==> src/ipd_pkg.sv <==
// ipd_pkg: constants of the in-position detector (register map, fields, limits, timing).
// assumes a 50 MHz core clock and 32-bit apb data.
// Function
// mode 0: primary on when deviation below range
// mode 1: also requires no position command
// mode 2: also requires zero-speed active
// mode 3: primary held on after turning on
// mode 3: after hold, follow live conditions
// mode 3: zero hold holds until next command
// mode 3: hold ms count, command clears at once
// mode 4: evaluate only after delay from command end
// mode 4: on when no command, deviation not above
// mode 4: zero delay evaluates immediately
// mode 4: command during delay resets counter
// mode 4: delay measured from zero again
// secondary on when deviation below range two
// secondary ignores position command presence
// command presence taken after command filter
// accept modes 0-4, times 0-30000 ms only
// compare absolute deviation against thresholds
// primary range programmable 0 to 262144 pulses
// one millisecond tick from the system clock
package ipd_pkg;
    localparam int DEV_W = 28;
    localparam int RANGE_W = 19;
    localparam int MODE_W = 3;
    localparam int TIME_W = 15;
    localparam int PADDR_W = 8;
    localparam int EVT_W = 4;

    localparam logic [PADDR_W-1:0] OFS_CTRL = 8'h00;
    localparam logic [PADDR_W-1:0] OFS_STATUS = 8'h04;
    localparam logic [PADDR_W-1:0] OFS_RANGE1 = 8'h08;
    localparam logic [PADDR_W-1:0] OFS_RANGE2 = 8'h0C;
    localparam logic [PADDR_W-1:0] OFS_HOLD = 8'h10;
    localparam logic [PADDR_W-1:0] OFS_INT_STAT = 8'h14;
    localparam logic [PADDR_W-1:0] OFS_INT_MASK = 8'h18;

    // event bit positions in int_stat / int_mask
    localparam int EVT_PRIM_ON = 0;
    localparam int EVT_PRIM_OFF = 1;
    localparam int EVT_SEC_ON = 2;
    localparam int EVT_SEC_OFF = 3;

    // status register bit positions
    localparam int ST_PRIM = 0;
    localparam int ST_SEC = 1;
    localparam int ST_BELOW1 = 2;
    localparam int ST_CMD = 3;
    localparam int ST_STATE_LSB = 4;

    localparam logic [MODE_W-1:0] MODE_MAX = 3'h4;
    localparam logic [TIME_W-1:0] TIME_MAX = 15'h7530;
    localparam logic [RANGE_W-1:0] RANGE_MAX = 19'h40000;

    localparam logic [MODE_W-1:0] RST_MODE = 3'h0;
    localparam logic [TIME_W-1:0] RST_HOLD = 15'h0000;
    localparam logic [RANGE_W-1:0] RST_RANGE1 = 19'h0000A;
    localparam logic [RANGE_W-1:0] RST_RANGE2 = 19'h0000A;
    localparam logic [EVT_W-1:0] RST_MASK = 4'h0;

    localparam int unsigned CLK_PERIOD_NS = 20;
    localparam int unsigned MS_NS = 1000000;
    localparam int unsigned TICK_CYCLES = MS_NS / CLK_PERIOD_NS;
    localparam int TICK_W = 16;

    typedef enum logic [1:0] {
        ST_IDLE,
        ST_HOLDING,
        ST_DELAYING,
        ST_EVALUATING
    } ipd_state_t;
endpackage : ipd_pkg

==> src/ipd_ms_tick.sv <==
// ipd_ms_tick: millisecond tick prescaler for the hold and delay timers.
// assumes a free running core clock; restart realigns the first tick.
module ipd_ms_tick #(
    parameter int unsigned TICK_CYCLES = ipd_pkg::TICK_CYCLES
) (
    input wire logic core_clk,
    input wire logic sys_rst,
    input wire logic ce,
    input wire logic restart,
    output logic tick
);
    logic [ipd_pkg::TICK_W-1:0] pre_r;
    localparam logic [ipd_pkg::TICK_W-1:0] LAST = ipd_pkg::TICK_W'(TICK_CYCLES - 1);

    // restart keeps the first millisecond whole after a timer start
    always_ff @(posedge core_clk or posedge sys_rst) begin
        if (sys_rst) begin
            pre_r <= '0;
            tick <= 1'b0;
        end else if (ce) begin
            if (restart) begin
                pre_r <= '0;
                tick <= 1'b0;
            end else if (pre_r == LAST) begin
                pre_r <= '0;
                tick <= 1'b1;
            end else begin
                pre_r <= pre_r + 1'b1;
                tick <= 1'b0;
            end
        end
    end
endmodule : ipd_ms_tick

==> src/ipd_in_position_detector.sv <==
// ipd_in_position_detector: in-position flags with apb registers and interrupt.
// assumes deviation, command and zero-speed inputs are synchronous to core_clk.
//
// Local design decisions: the APB slave port and the address map.
module ipd_in_position_detector #(
    parameter int unsigned TICK_CYCLES = ipd_pkg::TICK_CYCLES
) (
    input wire logic core_clk,
    input wire logic sys_rst,
    input wire logic ce,
    input wire logic signed [ipd_pkg::DEV_W-1:0] pos_deviation,
    input wire logic cmd_present_filt,
    input wire logic zero_speed,
    input wire logic psel,
    input wire logic penable,
    input wire logic pwrite,
    input wire logic [ipd_pkg::PADDR_W-1:0] paddr,
    input wire logic [31:0] pwdata,
    output logic [31:0] prdata,
    output logic pready,
    output logic pslverr,
    output logic inpos_flag_primary,
    output logic inpos_flag_secondary,
    output logic irq
);
    localparam int DW = ipd_pkg::DEV_W;
    localparam int RW = ipd_pkg::RANGE_W;
    localparam int TW = ipd_pkg::TIME_W;
    localparam int EW = ipd_pkg::EVT_W;

    logic [ipd_pkg::MODE_W-1:0] inpos_condition_select_r;
    logic [RW-1:0] inpos_range_primary_r;
    logic [RW-1:0] inpos_range_secondary_r;
    logic [TW-1:0] inpos_hold_delay_time_r;
    logic [EW-1:0] int_stat_r;
    logic [EW-1:0] int_mask_r;
    logic [EW-1:0] evt;
    logic [TW-1:0] cnt_r;
    logic cmd_d_r;
    logic prim_nxt;
    logic sec_nxt;
    logic ms_tick;
    logic timer_start;
    logic ctrl_wr;
    logic [DW-1:0] dev_mag;
    logic [DW-1:0] range1_ext;
    logic [DW-1:0] range2_ext;
    logic below1;
    logic within1;
    logic below2;
    logic hold_cond;
    logic cmd_fall;
    logic [TW-1:0] cnt_nxt;
    logic [TW-1:0] cnt_inc;
    ipd_pkg::ipd_state_t state_r;
    ipd_pkg::ipd_state_t state_nxt;
    logic apb_access;
    logic apb_commit;
    logic wr_commit;
    logic addr_ok;
    logic value_ok;
    logic [31:0] rd_mux;
    logic [31:0] status_word;
    logic [EW-1:0] stat_clr;

    // ms base for hold and delay; restarted so a timer's first ms is whole
    ipd_ms_tick #(
        .TICK_CYCLES(TICK_CYCLES)
    ) tick_u (
        .core_clk(core_clk),
        .sys_rst(sys_rst),
        .ce(ce),
        .restart(timer_start),
        .tick(ms_tick)
    );

    // two's complement magnitude; the most negative value still fits unsigned
    always_comb begin
        if (pos_deviation[DW-1]) begin
            dev_mag = $unsigned(-pos_deviation);
        end else begin
            dev_mag = $unsigned(pos_deviation);
        end
    end

    assign range1_ext = {{(DW-RW){1'b0}}, inpos_range_primary_r};
    assign range2_ext = {{(DW-RW){1'b0}}, inpos_range_secondary_r};
    assign below1 = dev_mag < range1_ext;
    assign within1 = dev_mag <= range1_ext;
    assign below2 = dev_mag < range2_ext;

    // the loop hands over the filtered command stream, never the raw one
    assign hold_cond = !cmd_present_filt && below1;
    assign cmd_fall = cmd_d_r && !cmd_present_filt;
    assign cnt_inc = cnt_r + 1'b1;

    // secondary flag ignores condition setting and command presence
    assign sec_nxt = below2;

    // previous command level, for the end-of-command edge
    always_ff @(posedge core_clk or posedge sys_rst) begin
        if (sys_rst) begin
            cmd_d_r <= 1'b0;
        end else if (ce) begin
            cmd_d_r <= cmd_present_filt;
        end
    end

    // flag qualification for each condition setting
    always_comb begin
        state_nxt = state_r;
        cnt_nxt = cnt_r;
        timer_start = 1'b0;
        prim_nxt = 1'b0;
        case (inpos_condition_select_r)
            3'h0: begin
                state_nxt = ipd_pkg::ST_IDLE;
                prim_nxt = below1;
            end
            3'h1: begin
                state_nxt = ipd_pkg::ST_IDLE;
                prim_nxt = hold_cond;
            end
            3'h2: begin
                state_nxt = ipd_pkg::ST_IDLE;
                prim_nxt = hold_cond && zero_speed;
            end
            3'h3: begin
                case (state_r)
                    ipd_pkg::ST_IDLE: begin
                        if (hold_cond) begin
                            prim_nxt = 1'b1;
                            state_nxt = ipd_pkg::ST_HOLDING;
                            cnt_nxt = '0;
                            timer_start = 1'b1;
                        end
                    end
                    ipd_pkg::ST_HOLDING: begin
                        if (cmd_present_filt) begin
                            // a new command cuts any hold short
                            state_nxt = ipd_pkg::ST_IDLE;
                        end else if (inpos_hold_delay_time_r == '0) begin
                            prim_nxt = 1'b1;
                        end else if (ms_tick && cnt_inc >= inpos_hold_delay_time_r) begin
                            state_nxt = ipd_pkg::ST_EVALUATING;
                            prim_nxt = hold_cond;
                        end else begin
                            prim_nxt = 1'b1;
                            if (ms_tick) begin
                                cnt_nxt = cnt_inc;
                            end
                        end
                    end
                    ipd_pkg::ST_EVALUATING: begin
                        // after the hold the flag follows the live conditions
                        prim_nxt = hold_cond;
                        if (!hold_cond) begin
                            state_nxt = ipd_pkg::ST_IDLE;
                        end
                    end
                    default: begin
                        state_nxt = ipd_pkg::ST_IDLE;
                    end
                endcase
            end
            3'h4: begin
                case (state_r)
                    ipd_pkg::ST_IDLE: begin
                        if (cmd_fall) begin
                            if (inpos_hold_delay_time_r == '0) begin
                                state_nxt = ipd_pkg::ST_EVALUATING;
                                prim_nxt = within1;
                            end else begin
                                state_nxt = ipd_pkg::ST_DELAYING;
                                cnt_nxt = '0;
                                timer_start = 1'b1;
                            end
                        end
                    end
                    ipd_pkg::ST_DELAYING: begin
                        if (cmd_present_filt) begin
                            // the next end of command measures from zero again
                            state_nxt = ipd_pkg::ST_IDLE;
                            cnt_nxt = '0;
                        end else if (ms_tick) begin
                            if (cnt_inc >= inpos_hold_delay_time_r) begin
                                state_nxt = ipd_pkg::ST_EVALUATING;
                            end else begin
                                cnt_nxt = cnt_inc;
                            end
                        end
                    end
                    ipd_pkg::ST_EVALUATING: begin
                        prim_nxt = !cmd_present_filt && within1;
                        if (cmd_present_filt) begin
                            state_nxt = ipd_pkg::ST_IDLE;
                        end
                    end
                    default: begin
                        state_nxt = ipd_pkg::ST_IDLE;
                    end
                endcase
            end
            default: begin
                state_nxt = ipd_pkg::ST_IDLE;
            end
        endcase
        // a new condition setting always restarts from idle
        if (ctrl_wr) begin
            state_nxt = ipd_pkg::ST_IDLE;
            cnt_nxt = '0;
        end
    end

    always_ff @(posedge core_clk or posedge sys_rst) begin
        if (sys_rst) begin
            state_r <= ipd_pkg::ST_IDLE;
            cnt_r <= '0;
        end else if (ce) begin
            state_r <= state_nxt;
            cnt_r <= cnt_nxt;
        end
    end

    // both flags come straight from flops, so they change only on a clock edge
    always_ff @(posedge core_clk or posedge sys_rst) begin
        if (sys_rst) begin
            inpos_flag_primary <= 1'b0;
            inpos_flag_secondary <= 1'b0;
        end else if (ce) begin
            inpos_flag_primary <= prim_nxt;
            inpos_flag_secondary <= sec_nxt;
        end
    end

    // flag edges as interrupt events
    always_comb begin
        evt = '0;
        evt[ipd_pkg::EVT_PRIM_ON] = prim_nxt && !inpos_flag_primary;
        evt[ipd_pkg::EVT_PRIM_OFF] = !prim_nxt && inpos_flag_primary;
        evt[ipd_pkg::EVT_SEC_ON] = sec_nxt && !inpos_flag_secondary;
        evt[ipd_pkg::EVT_SEC_OFF] = !sec_nxt && inpos_flag_secondary;
    end

    assign stat_clr = (wr_commit && paddr == ipd_pkg::OFS_INT_STAT) ? pwdata[EW-1:0] : '0;

    // a set in the clearing cycle wins, so no flag edge is lost
    always_ff @(posedge core_clk or posedge sys_rst) begin
        if (sys_rst) begin
            int_stat_r <= '0;
        end else if (ce) begin
            int_stat_r <= (int_stat_r & ~stat_clr) | evt;
        end
    end

    always_ff @(posedge core_clk or posedge sys_rst) begin
        if (sys_rst) begin
            irq <= 1'b0;
        end else if (ce) begin
            irq <= |(int_stat_r & int_mask_r);
        end
    end

    // one wait state: pready is a flop, so every access takes two edges
    assign apb_access = psel && penable && !pready;
    assign apb_commit = psel && penable && pready;
    assign wr_commit = apb_commit && pwrite && addr_ok && value_ok;
    assign ctrl_wr = wr_commit && paddr == ipd_pkg::OFS_CTRL;

    always_comb begin
        status_word = '0;
        status_word[ipd_pkg::ST_PRIM] = inpos_flag_primary;
        status_word[ipd_pkg::ST_SEC] = inpos_flag_secondary;
        status_word[ipd_pkg::ST_BELOW1] = below1;
        status_word[ipd_pkg::ST_CMD] = cmd_present_filt;
        status_word[ipd_pkg::ST_STATE_LSB +: 2] = state_r;
    end

    // unmapped offsets and out-of-range values answer with an error and change nothing
    always_comb begin
        rd_mux = '0;
        addr_ok = 1'b1;
        value_ok = 1'b1;
        if (paddr == ipd_pkg::OFS_CTRL) begin
            rd_mux = {{(32-ipd_pkg::MODE_W){1'b0}}, inpos_condition_select_r};
            value_ok = pwdata <= 32'(ipd_pkg::MODE_MAX);
        end else if (paddr == ipd_pkg::OFS_STATUS) begin
            rd_mux = status_word;
            value_ok = 1'b0;
        end else if (paddr == ipd_pkg::OFS_RANGE1) begin
            rd_mux = {{(32-RW){1'b0}}, inpos_range_primary_r};
            value_ok = pwdata <= 32'(ipd_pkg::RANGE_MAX);
        end else if (paddr == ipd_pkg::OFS_RANGE2) begin
            rd_mux = {{(32-RW){1'b0}}, inpos_range_secondary_r};
            value_ok = pwdata <= 32'(ipd_pkg::RANGE_MAX);
        end else if (paddr == ipd_pkg::OFS_HOLD) begin
            rd_mux = {{(32-TW){1'b0}}, inpos_hold_delay_time_r};
            value_ok = pwdata <= 32'(ipd_pkg::TIME_MAX);
        end else if (paddr == ipd_pkg::OFS_INT_STAT) begin
            rd_mux = {{(32-EW){1'b0}}, int_stat_r};
        end else if (paddr == ipd_pkg::OFS_INT_MASK) begin
            rd_mux = {{(32-EW){1'b0}}, int_mask_r};
        end else begin
            addr_ok = 1'b0;
        end
    end

    // error and read data settle together with pready and stand with it
    always_ff @(posedge core_clk or posedge sys_rst) begin
        if (sys_rst) begin
            pready <= 1'b0;
            pslverr <= 1'b0;
            prdata <= '0;
        end else if (ce) begin
            pready <= apb_access;
            if (apb_access) begin
                pslverr <= !addr_ok || (pwrite && !value_ok);
                prdata <= pwrite ? 32'h00000000 : rd_mux;
            end else begin
                pslverr <= 1'b0;
            end
        end
    end

    // configuration takes a write only at the completing access edge
    always_ff @(posedge core_clk or posedge sys_rst) begin
        if (sys_rst) begin
            inpos_condition_select_r <= ipd_pkg::RST_MODE;
            inpos_range_primary_r <= ipd_pkg::RST_RANGE1;
            inpos_range_secondary_r <= ipd_pkg::RST_RANGE2;
            inpos_hold_delay_time_r <= ipd_pkg::RST_HOLD;
            int_mask_r <= ipd_pkg::RST_MASK;
        end else if (ce && wr_commit) begin
            if (paddr == ipd_pkg::OFS_CTRL) begin
                inpos_condition_select_r <= pwdata[ipd_pkg::MODE_W-1:0];
            end else if (paddr == ipd_pkg::OFS_RANGE1) begin
                inpos_range_primary_r <= pwdata[RW-1:0];
            end else if (paddr == ipd_pkg::OFS_RANGE2) begin
                inpos_range_secondary_r <= pwdata[RW-1:0];
            end else if (paddr == ipd_pkg::OFS_HOLD) begin
                inpos_hold_delay_time_r <= pwdata[TW-1:0];
            end else if (paddr == ipd_pkg::OFS_INT_MASK) begin
                int_mask_r <= pwdata[EW-1:0];
            end
        end
    end
endmodule : ipd_in_position_detector

==> config.mk <==
export PLATFORM = sky130hd
export DESIGN_NAME = ipd_in_position_detector
export DESIGN_NICKNAME = d
export VERILOG_FILES = /design/src/ipd_pkg.sv /design/src/ipd_ms_tick.sv /design/src/ipd_in_position_detector.sv
export SDC_FILE = /design/constraint.sdc
export NUM_CORES = 1
export LEC_CHECK = 0
export ABC_AREA = 1
export BUFFER_PORTS_ARGS = -buffer_cell sky130_fd_sc_hd__buf_4
export CORE_ASPECT_RATIO = 1.75
export CORE_MARGIN = 2
export CORE_UTILIZATION = 57
export DETAILED_ROUTE_END_ITERATION = 7
export PLACE_DENSITY = 0.83
export SLEW_MARGIN = 15
export SYNTH_ARGS = -nofsm -noshare
export SYNTH_HDL_FRONTEND = slang
export SYNTH_SLANG_ARGS = --single-unit
==> constraint.sdc <==
create_clock -name core_clk -period 6.6 [get_ports core_clk]
set_input_delay 1.65 -clock core_clk [delete_from_list [all_inputs] [get_ports core_clk]]
set_output_delay 1.65 -clock core_clk [all_outputs]
set_load 0.02 [all_outputs]
==> summary.txt <==
STATUS
----------------------------------------------------------------------------------------
Outcome ................................................................... finished, final reports clean

WORST SETUP PATH
----------------------------------------------------------------------------------------
Endpoint required time on the critical path ...............................      6.92 ns
Startpoint class of the critical path .....................................   input port
Cell repeated most along the worst path ................................... sky130_fd_sc_hd__nand2_1
Slowest CP cell ........................................................... sky130_fd_sc_hd__nand2_2
CP max stage delay ........................................................      0.32 ns
Element type at the critical path end .....................................     register
Critical Path, Cell by Cell ............................................... buf_4 -> inv_1 -> ha_1 -> nand2_1 -> nor2_4 -> a31oi_1 -> xor2_1 -> ha_1 -> nand2_1 -> inv_1 -> nand2_1 -> a21boi_0 -> o21bai_1 -> nand2_1 -> nor2_1 -> nand2_1 -> inv_1 -> nand4_1 -> nand2_2 -> nand2_1 -> nor2_2 -> nand2_1 -> nand2_1 -> nand2_1
Crit Path Max Fanout ......................................................           17
Crit Path Class ...........................................................    in -> reg
Worst endpoint data arrival time ..........................................      4.71 ns

DETAILED ROUTING
----------------------------------------------------------------------------------------
Routed len/inst ...........................................................      17.3 µm
Number of search-and-repair iterations in the first detailed-routing pass .            5
Violation count after the first detailed-route iteration ..................          560
Antenna-violating nets left ...............................................            0
Post-Route WL .............................................................     27500 µm
Number of remaining DRC errors ............................................            0
Via count .................................................................         9032
Via density ...............................................................         5.67

GLOBAL ROUTE
----------------------------------------------------------------------------------------
Wire length of the first global-routing pass ..............................     44500 µm
Maximum number of pins on one net before global-route repair ..............           65
Via count of the first global-routing pass ................................         9130
GR Overflow Total .........................................................            0
Antenna violations before repair ..........................................            0
Overall fraction of global-route tracks in use ............................        0.336

SYNTHESIS
----------------------------------------------------------------------------------------
Distinct cell type count after synthesis ..................................           53
Top area cells in the synthesized netlist ................................. sky130_fd_sc_hd__dfrtp_1 (32%), sky130_fd_sc_hd__nand2_1 (15%), sky130_fd_sc_hd__ha_1 (8.0%), sky130_fd_sc_hd__inv_1 (7.9%), sky130_fd_sc_hd__o21ai_0 (5.6%)
Avg Cell Area, Syn ........................................................     7.07 µm²
Top flip-flop cell by instance count after synthesis ...................... sky130_fd_sc_hd__dfrtp_1
Share of the synthesized area in the top cell type ........................        0.324
Number of enable-type register cells in the synthesized netlist ...........            0
Count of state elements after synthesis ...................................          123
Combined area of all synthesized cells ....................................     9190 µm²
FFs w/ async S/R, synth ...................................................         1.00
Gate count after technology mapping .......................................         1300
Total of warnings raised by yosys .........................................            0
Cell type contributing the most total cell area after synthesis ........... sky130_fd_sc_hd__dfrtp_1
Seq/Total Area, Yosys .....................................................        0.336

TIMING
----------------------------------------------------------------------------------------
Minimum setup slack in the final design ...................................      2.20 ns
Part of the cycle the worst path needs ....................................        0.666
Skew final ................................................................   0.00827 ns
TNS Setup .................................................................         0 ns
Unrepaired setup endpoints after global routing ...........................           no
Number of max-slew violations in the final report .........................            0
Headroom to the max-slew limit ............................................        0.164
Highest achievable clock rate .............................................    0.227 GHz
Fin crit period ...........................................................      4.40 ns
Finish-stage setup viols ..................................................            0
Hold violation count in the final report ..................................            0
Least-Margin Pin Slew .....................................................      1.24 ns
Hold_ws ...................................................................     0.472 ns

FLOORPLANNING
----------------------------------------------------------------------------------------
Number of rows in the core area ...........................................           61
Io pins ...................................................................          113
Floorplan die height ......................................................       172 µm
Placeable core region .....................................................    15800 µm²
Die area ..................................................................    17200 µm²
Effective utilization at floorplan ........................................        0.581
Die span in x .............................................................       100 µm

CTS
----------------------------------------------------------------------------------------
Number of instances resized during post-cts repair ........................            0
Clk Latency, worst-skew pair ..............................................      0.43 ns
Maximum clock path buffer count ...........................................            2
Clock tree from TritonCTS .................................................        built
Cts-stage hold buffer count ...............................................            0
H-tree Lvls ...............................................................            4
Clock Pin Slew Worst Setup and Hold Paths .................................      0.06 ns
Number of clock buffers inserted by TritonCTS .............................           17
Root buffer cell .......................................................... sky130_fd_sc_hd__clkbuf_16
Post-CTS Repair Setup Buffers .............................................            0
Number of clock sinks .....................................................          123

PLACEMENT
----------------------------------------------------------------------------------------
Placed wire-length estimate ...............................................     21400 µm
Cell Count Post-Placement .................................................         1560
Pre-CTS WS ................................................................      1.80 ns
Final RePlAce weighted congestion .........................................        0.941
Instance area after placement .............................................     9950 µm²
Port buffer count .........................................................           99

FLOW RUN
----------------------------------------------------------------------------------------
Max-Cap Viols .............................................................            0

FINAL LAYOUT
----------------------------------------------------------------------------------------
Share of the core filled with cells in the final layout ...................        0.669
Ratio of cells with drive above 1 in the final layout .....................        0.128
Finished Layout Cells .....................................................         1592
Antenna Cells .............................................................            0
Area Growth Syn to Fin ....................................................        15.1%
Fillcell total ............................................................         1339
Total non-filler cell area in the finished layout .........................    10600 µm²
Nets ......................................................................         1525

HOLD PATH
----------------------------------------------------------------------------------------
HP Class ..................................................................   reg -> reg

PWR
----------------------------------------------------------------------------------------
Sequential share of power .................................................        0.351
Int Pwr ...................................................................      1.59 mW
Switching power share of the total ........................................        0.325
Ratio of total power to cell area .........................................   223 nW/µm²
Net switching power of the design .........................................     0.766 mW
Worst IR drop on VDD ......................................................     0.177 mV
Clk network pwr share .....................................................        0.414
Combinational Power Share .................................................        0.234
Leak pwr ..................................................................      5.37 nW
Pwr Total .................................................................      2.36 mW

## flip-flops by register name, indices dropped and copies added (netlist names), 2 cells and up
signal / cells
int_mask_r: 4
int_stat_r: 4
inpos_range_secondary_r: 19
inpos_hold_delay_time_r: 15
tick_u.pre_r: 16
inpos_range_primary_r: 19
inpos_condition_select_r: 3
prdata: 19
state_r: 2
cnt_r: 15
## cell usage after synthesis, types with 3 or more instances
| cell type | instances |
|---|---|
| sky130_fd_sc_hd__a21oi_1 | 39 |
| sky130_fd_sc_hd__a22o_1 | 3 |
| sky130_fd_sc_hd__a32o_1 | 3 |
| sky130_fd_sc_hd__and2_1 | 3 |
| sky130_fd_sc_hd__buf_2 | 7 |
| sky130_fd_sc_hd__buf_4 | 16 |
| sky130_fd_sc_hd__buf_6 | 7 |
| sky130_fd_sc_hd__clkbuf_1 | 12 |
| sky130_fd_sc_hd__dfrtp_1 | 119 |
| sky130_fd_sc_hd__dfstp_2 | 4 |
| sky130_fd_sc_hd__ha_1 | 59 |
| sky130_fd_sc_hd__inv_1 | 194 |
| sky130_fd_sc_hd__inv_2 | 4 |
| sky130_fd_sc_hd__nand2_1 | 355 |
| sky130_fd_sc_hd__nand2_2 | 7 |
| sky130_fd_sc_hd__nand3_1 | 69 |
| sky130_fd_sc_hd__nand3_2 | 4 |
| sky130_fd_sc_hd__nand3b_1 | 3 |
| sky130_fd_sc_hd__nand4_1 | 41 |
| sky130_fd_sc_hd__nor2_1 | 103 |
| sky130_fd_sc_hd__nor2_2 | 6 |
| sky130_fd_sc_hd__nor2_4 | 6 |
| sky130_fd_sc_hd__nor3_1 | 12 |
| sky130_fd_sc_hd__nor4_1 | 7 |
| sky130_fd_sc_hd__o2111ai_1 | 3 |
| sky130_fd_sc_hd__o211ai_1 | 5 |
| sky130_fd_sc_hd__o21ai_0 | 103 |
| sky130_fd_sc_hd__o21ai_1 | 23 |
| sky130_fd_sc_hd__o221ai_1 | 8 |
| sky130_fd_sc_hd__o22ai_1 | 9 |
| sky130_fd_sc_hd__xnor2_1 | 12 |
| sky130_fd_sc_hd__xor2_1 | 24 |
## area by class of cell
cell class / instances / area (µm²) / share of cell area
repair buffers: 103 / 773 / 0.0731
clock buffers: 19 / 453 / 0.0428
inverters: 198 / 746 / 0.0705
clock inverters: 13 / 165 / 0.0156
flip-flops and latches: 123 / 3080 / 0.292
well taps: 189 / 236 / 0.0224
multi-input cells: 947 / 5120 / 0.484
## critical path, delay by kind of cell
kind / cells / cell delay [ns]
and+or+nand+nor: 14 / 1.69
AOI/OAI and AO/OA: 3 / 0.32
adders and majority gates: 2 / 0.47
buffers and inverters: 4 / 0.37
xor gates and xnor gates: 1 / 0.22
## layout by cell type, fill, tap and decap left out, types with 7 or more instances in the layout
master | netlist | routed
sky130_fd_sc_hd__nand2_1 | 355 | 355
sky130_fd_sc_hd__inv_1 | 194 | 193
sky130_fd_sc_hd__dfrtp_1 | 119 | 119
sky130_fd_sc_hd__nor2_1 | 103 | 103
sky130_fd_sc_hd__o21ai_0 | 103 | 103
sky130_fd_sc_hd__buf_4 | 16 | 103
sky130_fd_sc_hd__nand3_1 | 69 | 69
sky130_fd_sc_hd__ha_1 | 59 | 59
sky130_fd_sc_hd__nand4_1 | 41 | 41
sky130_fd_sc_hd__a21oi_1 | 39 | 39
sky130_fd_sc_hd__xor2_1 | 24 | 24
sky130_fd_sc_hd__o21ai_1 | 23 | 23
sky130_fd_sc_hd__clkbuf_16 | 0 | 17
sky130_fd_sc_hd__conb_1 | 1 | 13
sky130_fd_sc_hd__nor3_1 | 12 | 12
sky130_fd_sc_hd__xnor2_1 | 12 | 12
sky130_fd_sc_hd__o22ai_1 | 9 | 9
sky130_fd_sc_hd__o221ai_1 | 8 | 8
sky130_fd_sc_hd__nand2_2 | 7 | 7
sky130_fd_sc_hd__nor4_1 | 7 | 7
## path summary, 6_finish.rpt
check | slack [ns] | to | startpoint | cells past startpoint
max | 2.20 | state_r[1]$_DFFE_PP0P_ | pos_deviation[0] | 24
min | 0.47 | inpos_range_primary_r[1]$_DFFE_PP1P_ | inpos_range_primary_r[1]$_DFFE_PP1P_ | 2
max reg2reg | 2.44 | cnt_r[9]$_DFFE_PP0P_ | cnt_r[0]$_DFFE_PP0P_ | 20
min reg2reg | 0.47 | inpos_range_primary_r[1]$_DFFE_PP1P_ | inpos_range_primary_r[1]$_DFFE_PP1P_ | 2
max in group asynchronous | 3.90 | cnt_r[7]$_DFFE_PP0P_ | sys_rst | 3
min in group asynchronous | 1.36 | pready$_DFFE_PP0P_ | sys_rst | 2
## cells by family after synthesis
family,Yosys count,synth area share
buffers and inverters,242,0.112
and+or+nand+nor,630,0.309
other,1,0.000408
adders and majority gates,59,0.0804
DFF,123,0.336
xor gates and xnor gates,36,0.0343
AOI/OAI and AO/OA,209,0.128
## power by group through the flow
stage	Combinational, mW	Clock (mW)	Sequential, mW
finish	0.552	0.976	0.828
global route	0.626	1.02	0.832
CTS	0.546	0.981	0.827
detailed placement	0.544	0	0.839
global placement	0.531	0	0.839
floorplan	0.400	0	0.833
## metal layers
metal | wire length, µm | part of all wire | vias up | global-route usage
met5 | 0 | 0 | - | 0
met4 | 1960 | 0.071 | 0 | 0.235
met3 | 1230 | 0.045 | 106 | 0.0481
met2 | 14800 | 0.54 | 331 | 0.624
met1 | 9570 | 0.35 | 4211 | 0.338
li1 | - | - | 4384 | -
No activity file was read; power rests on OpenSTA's default activity.
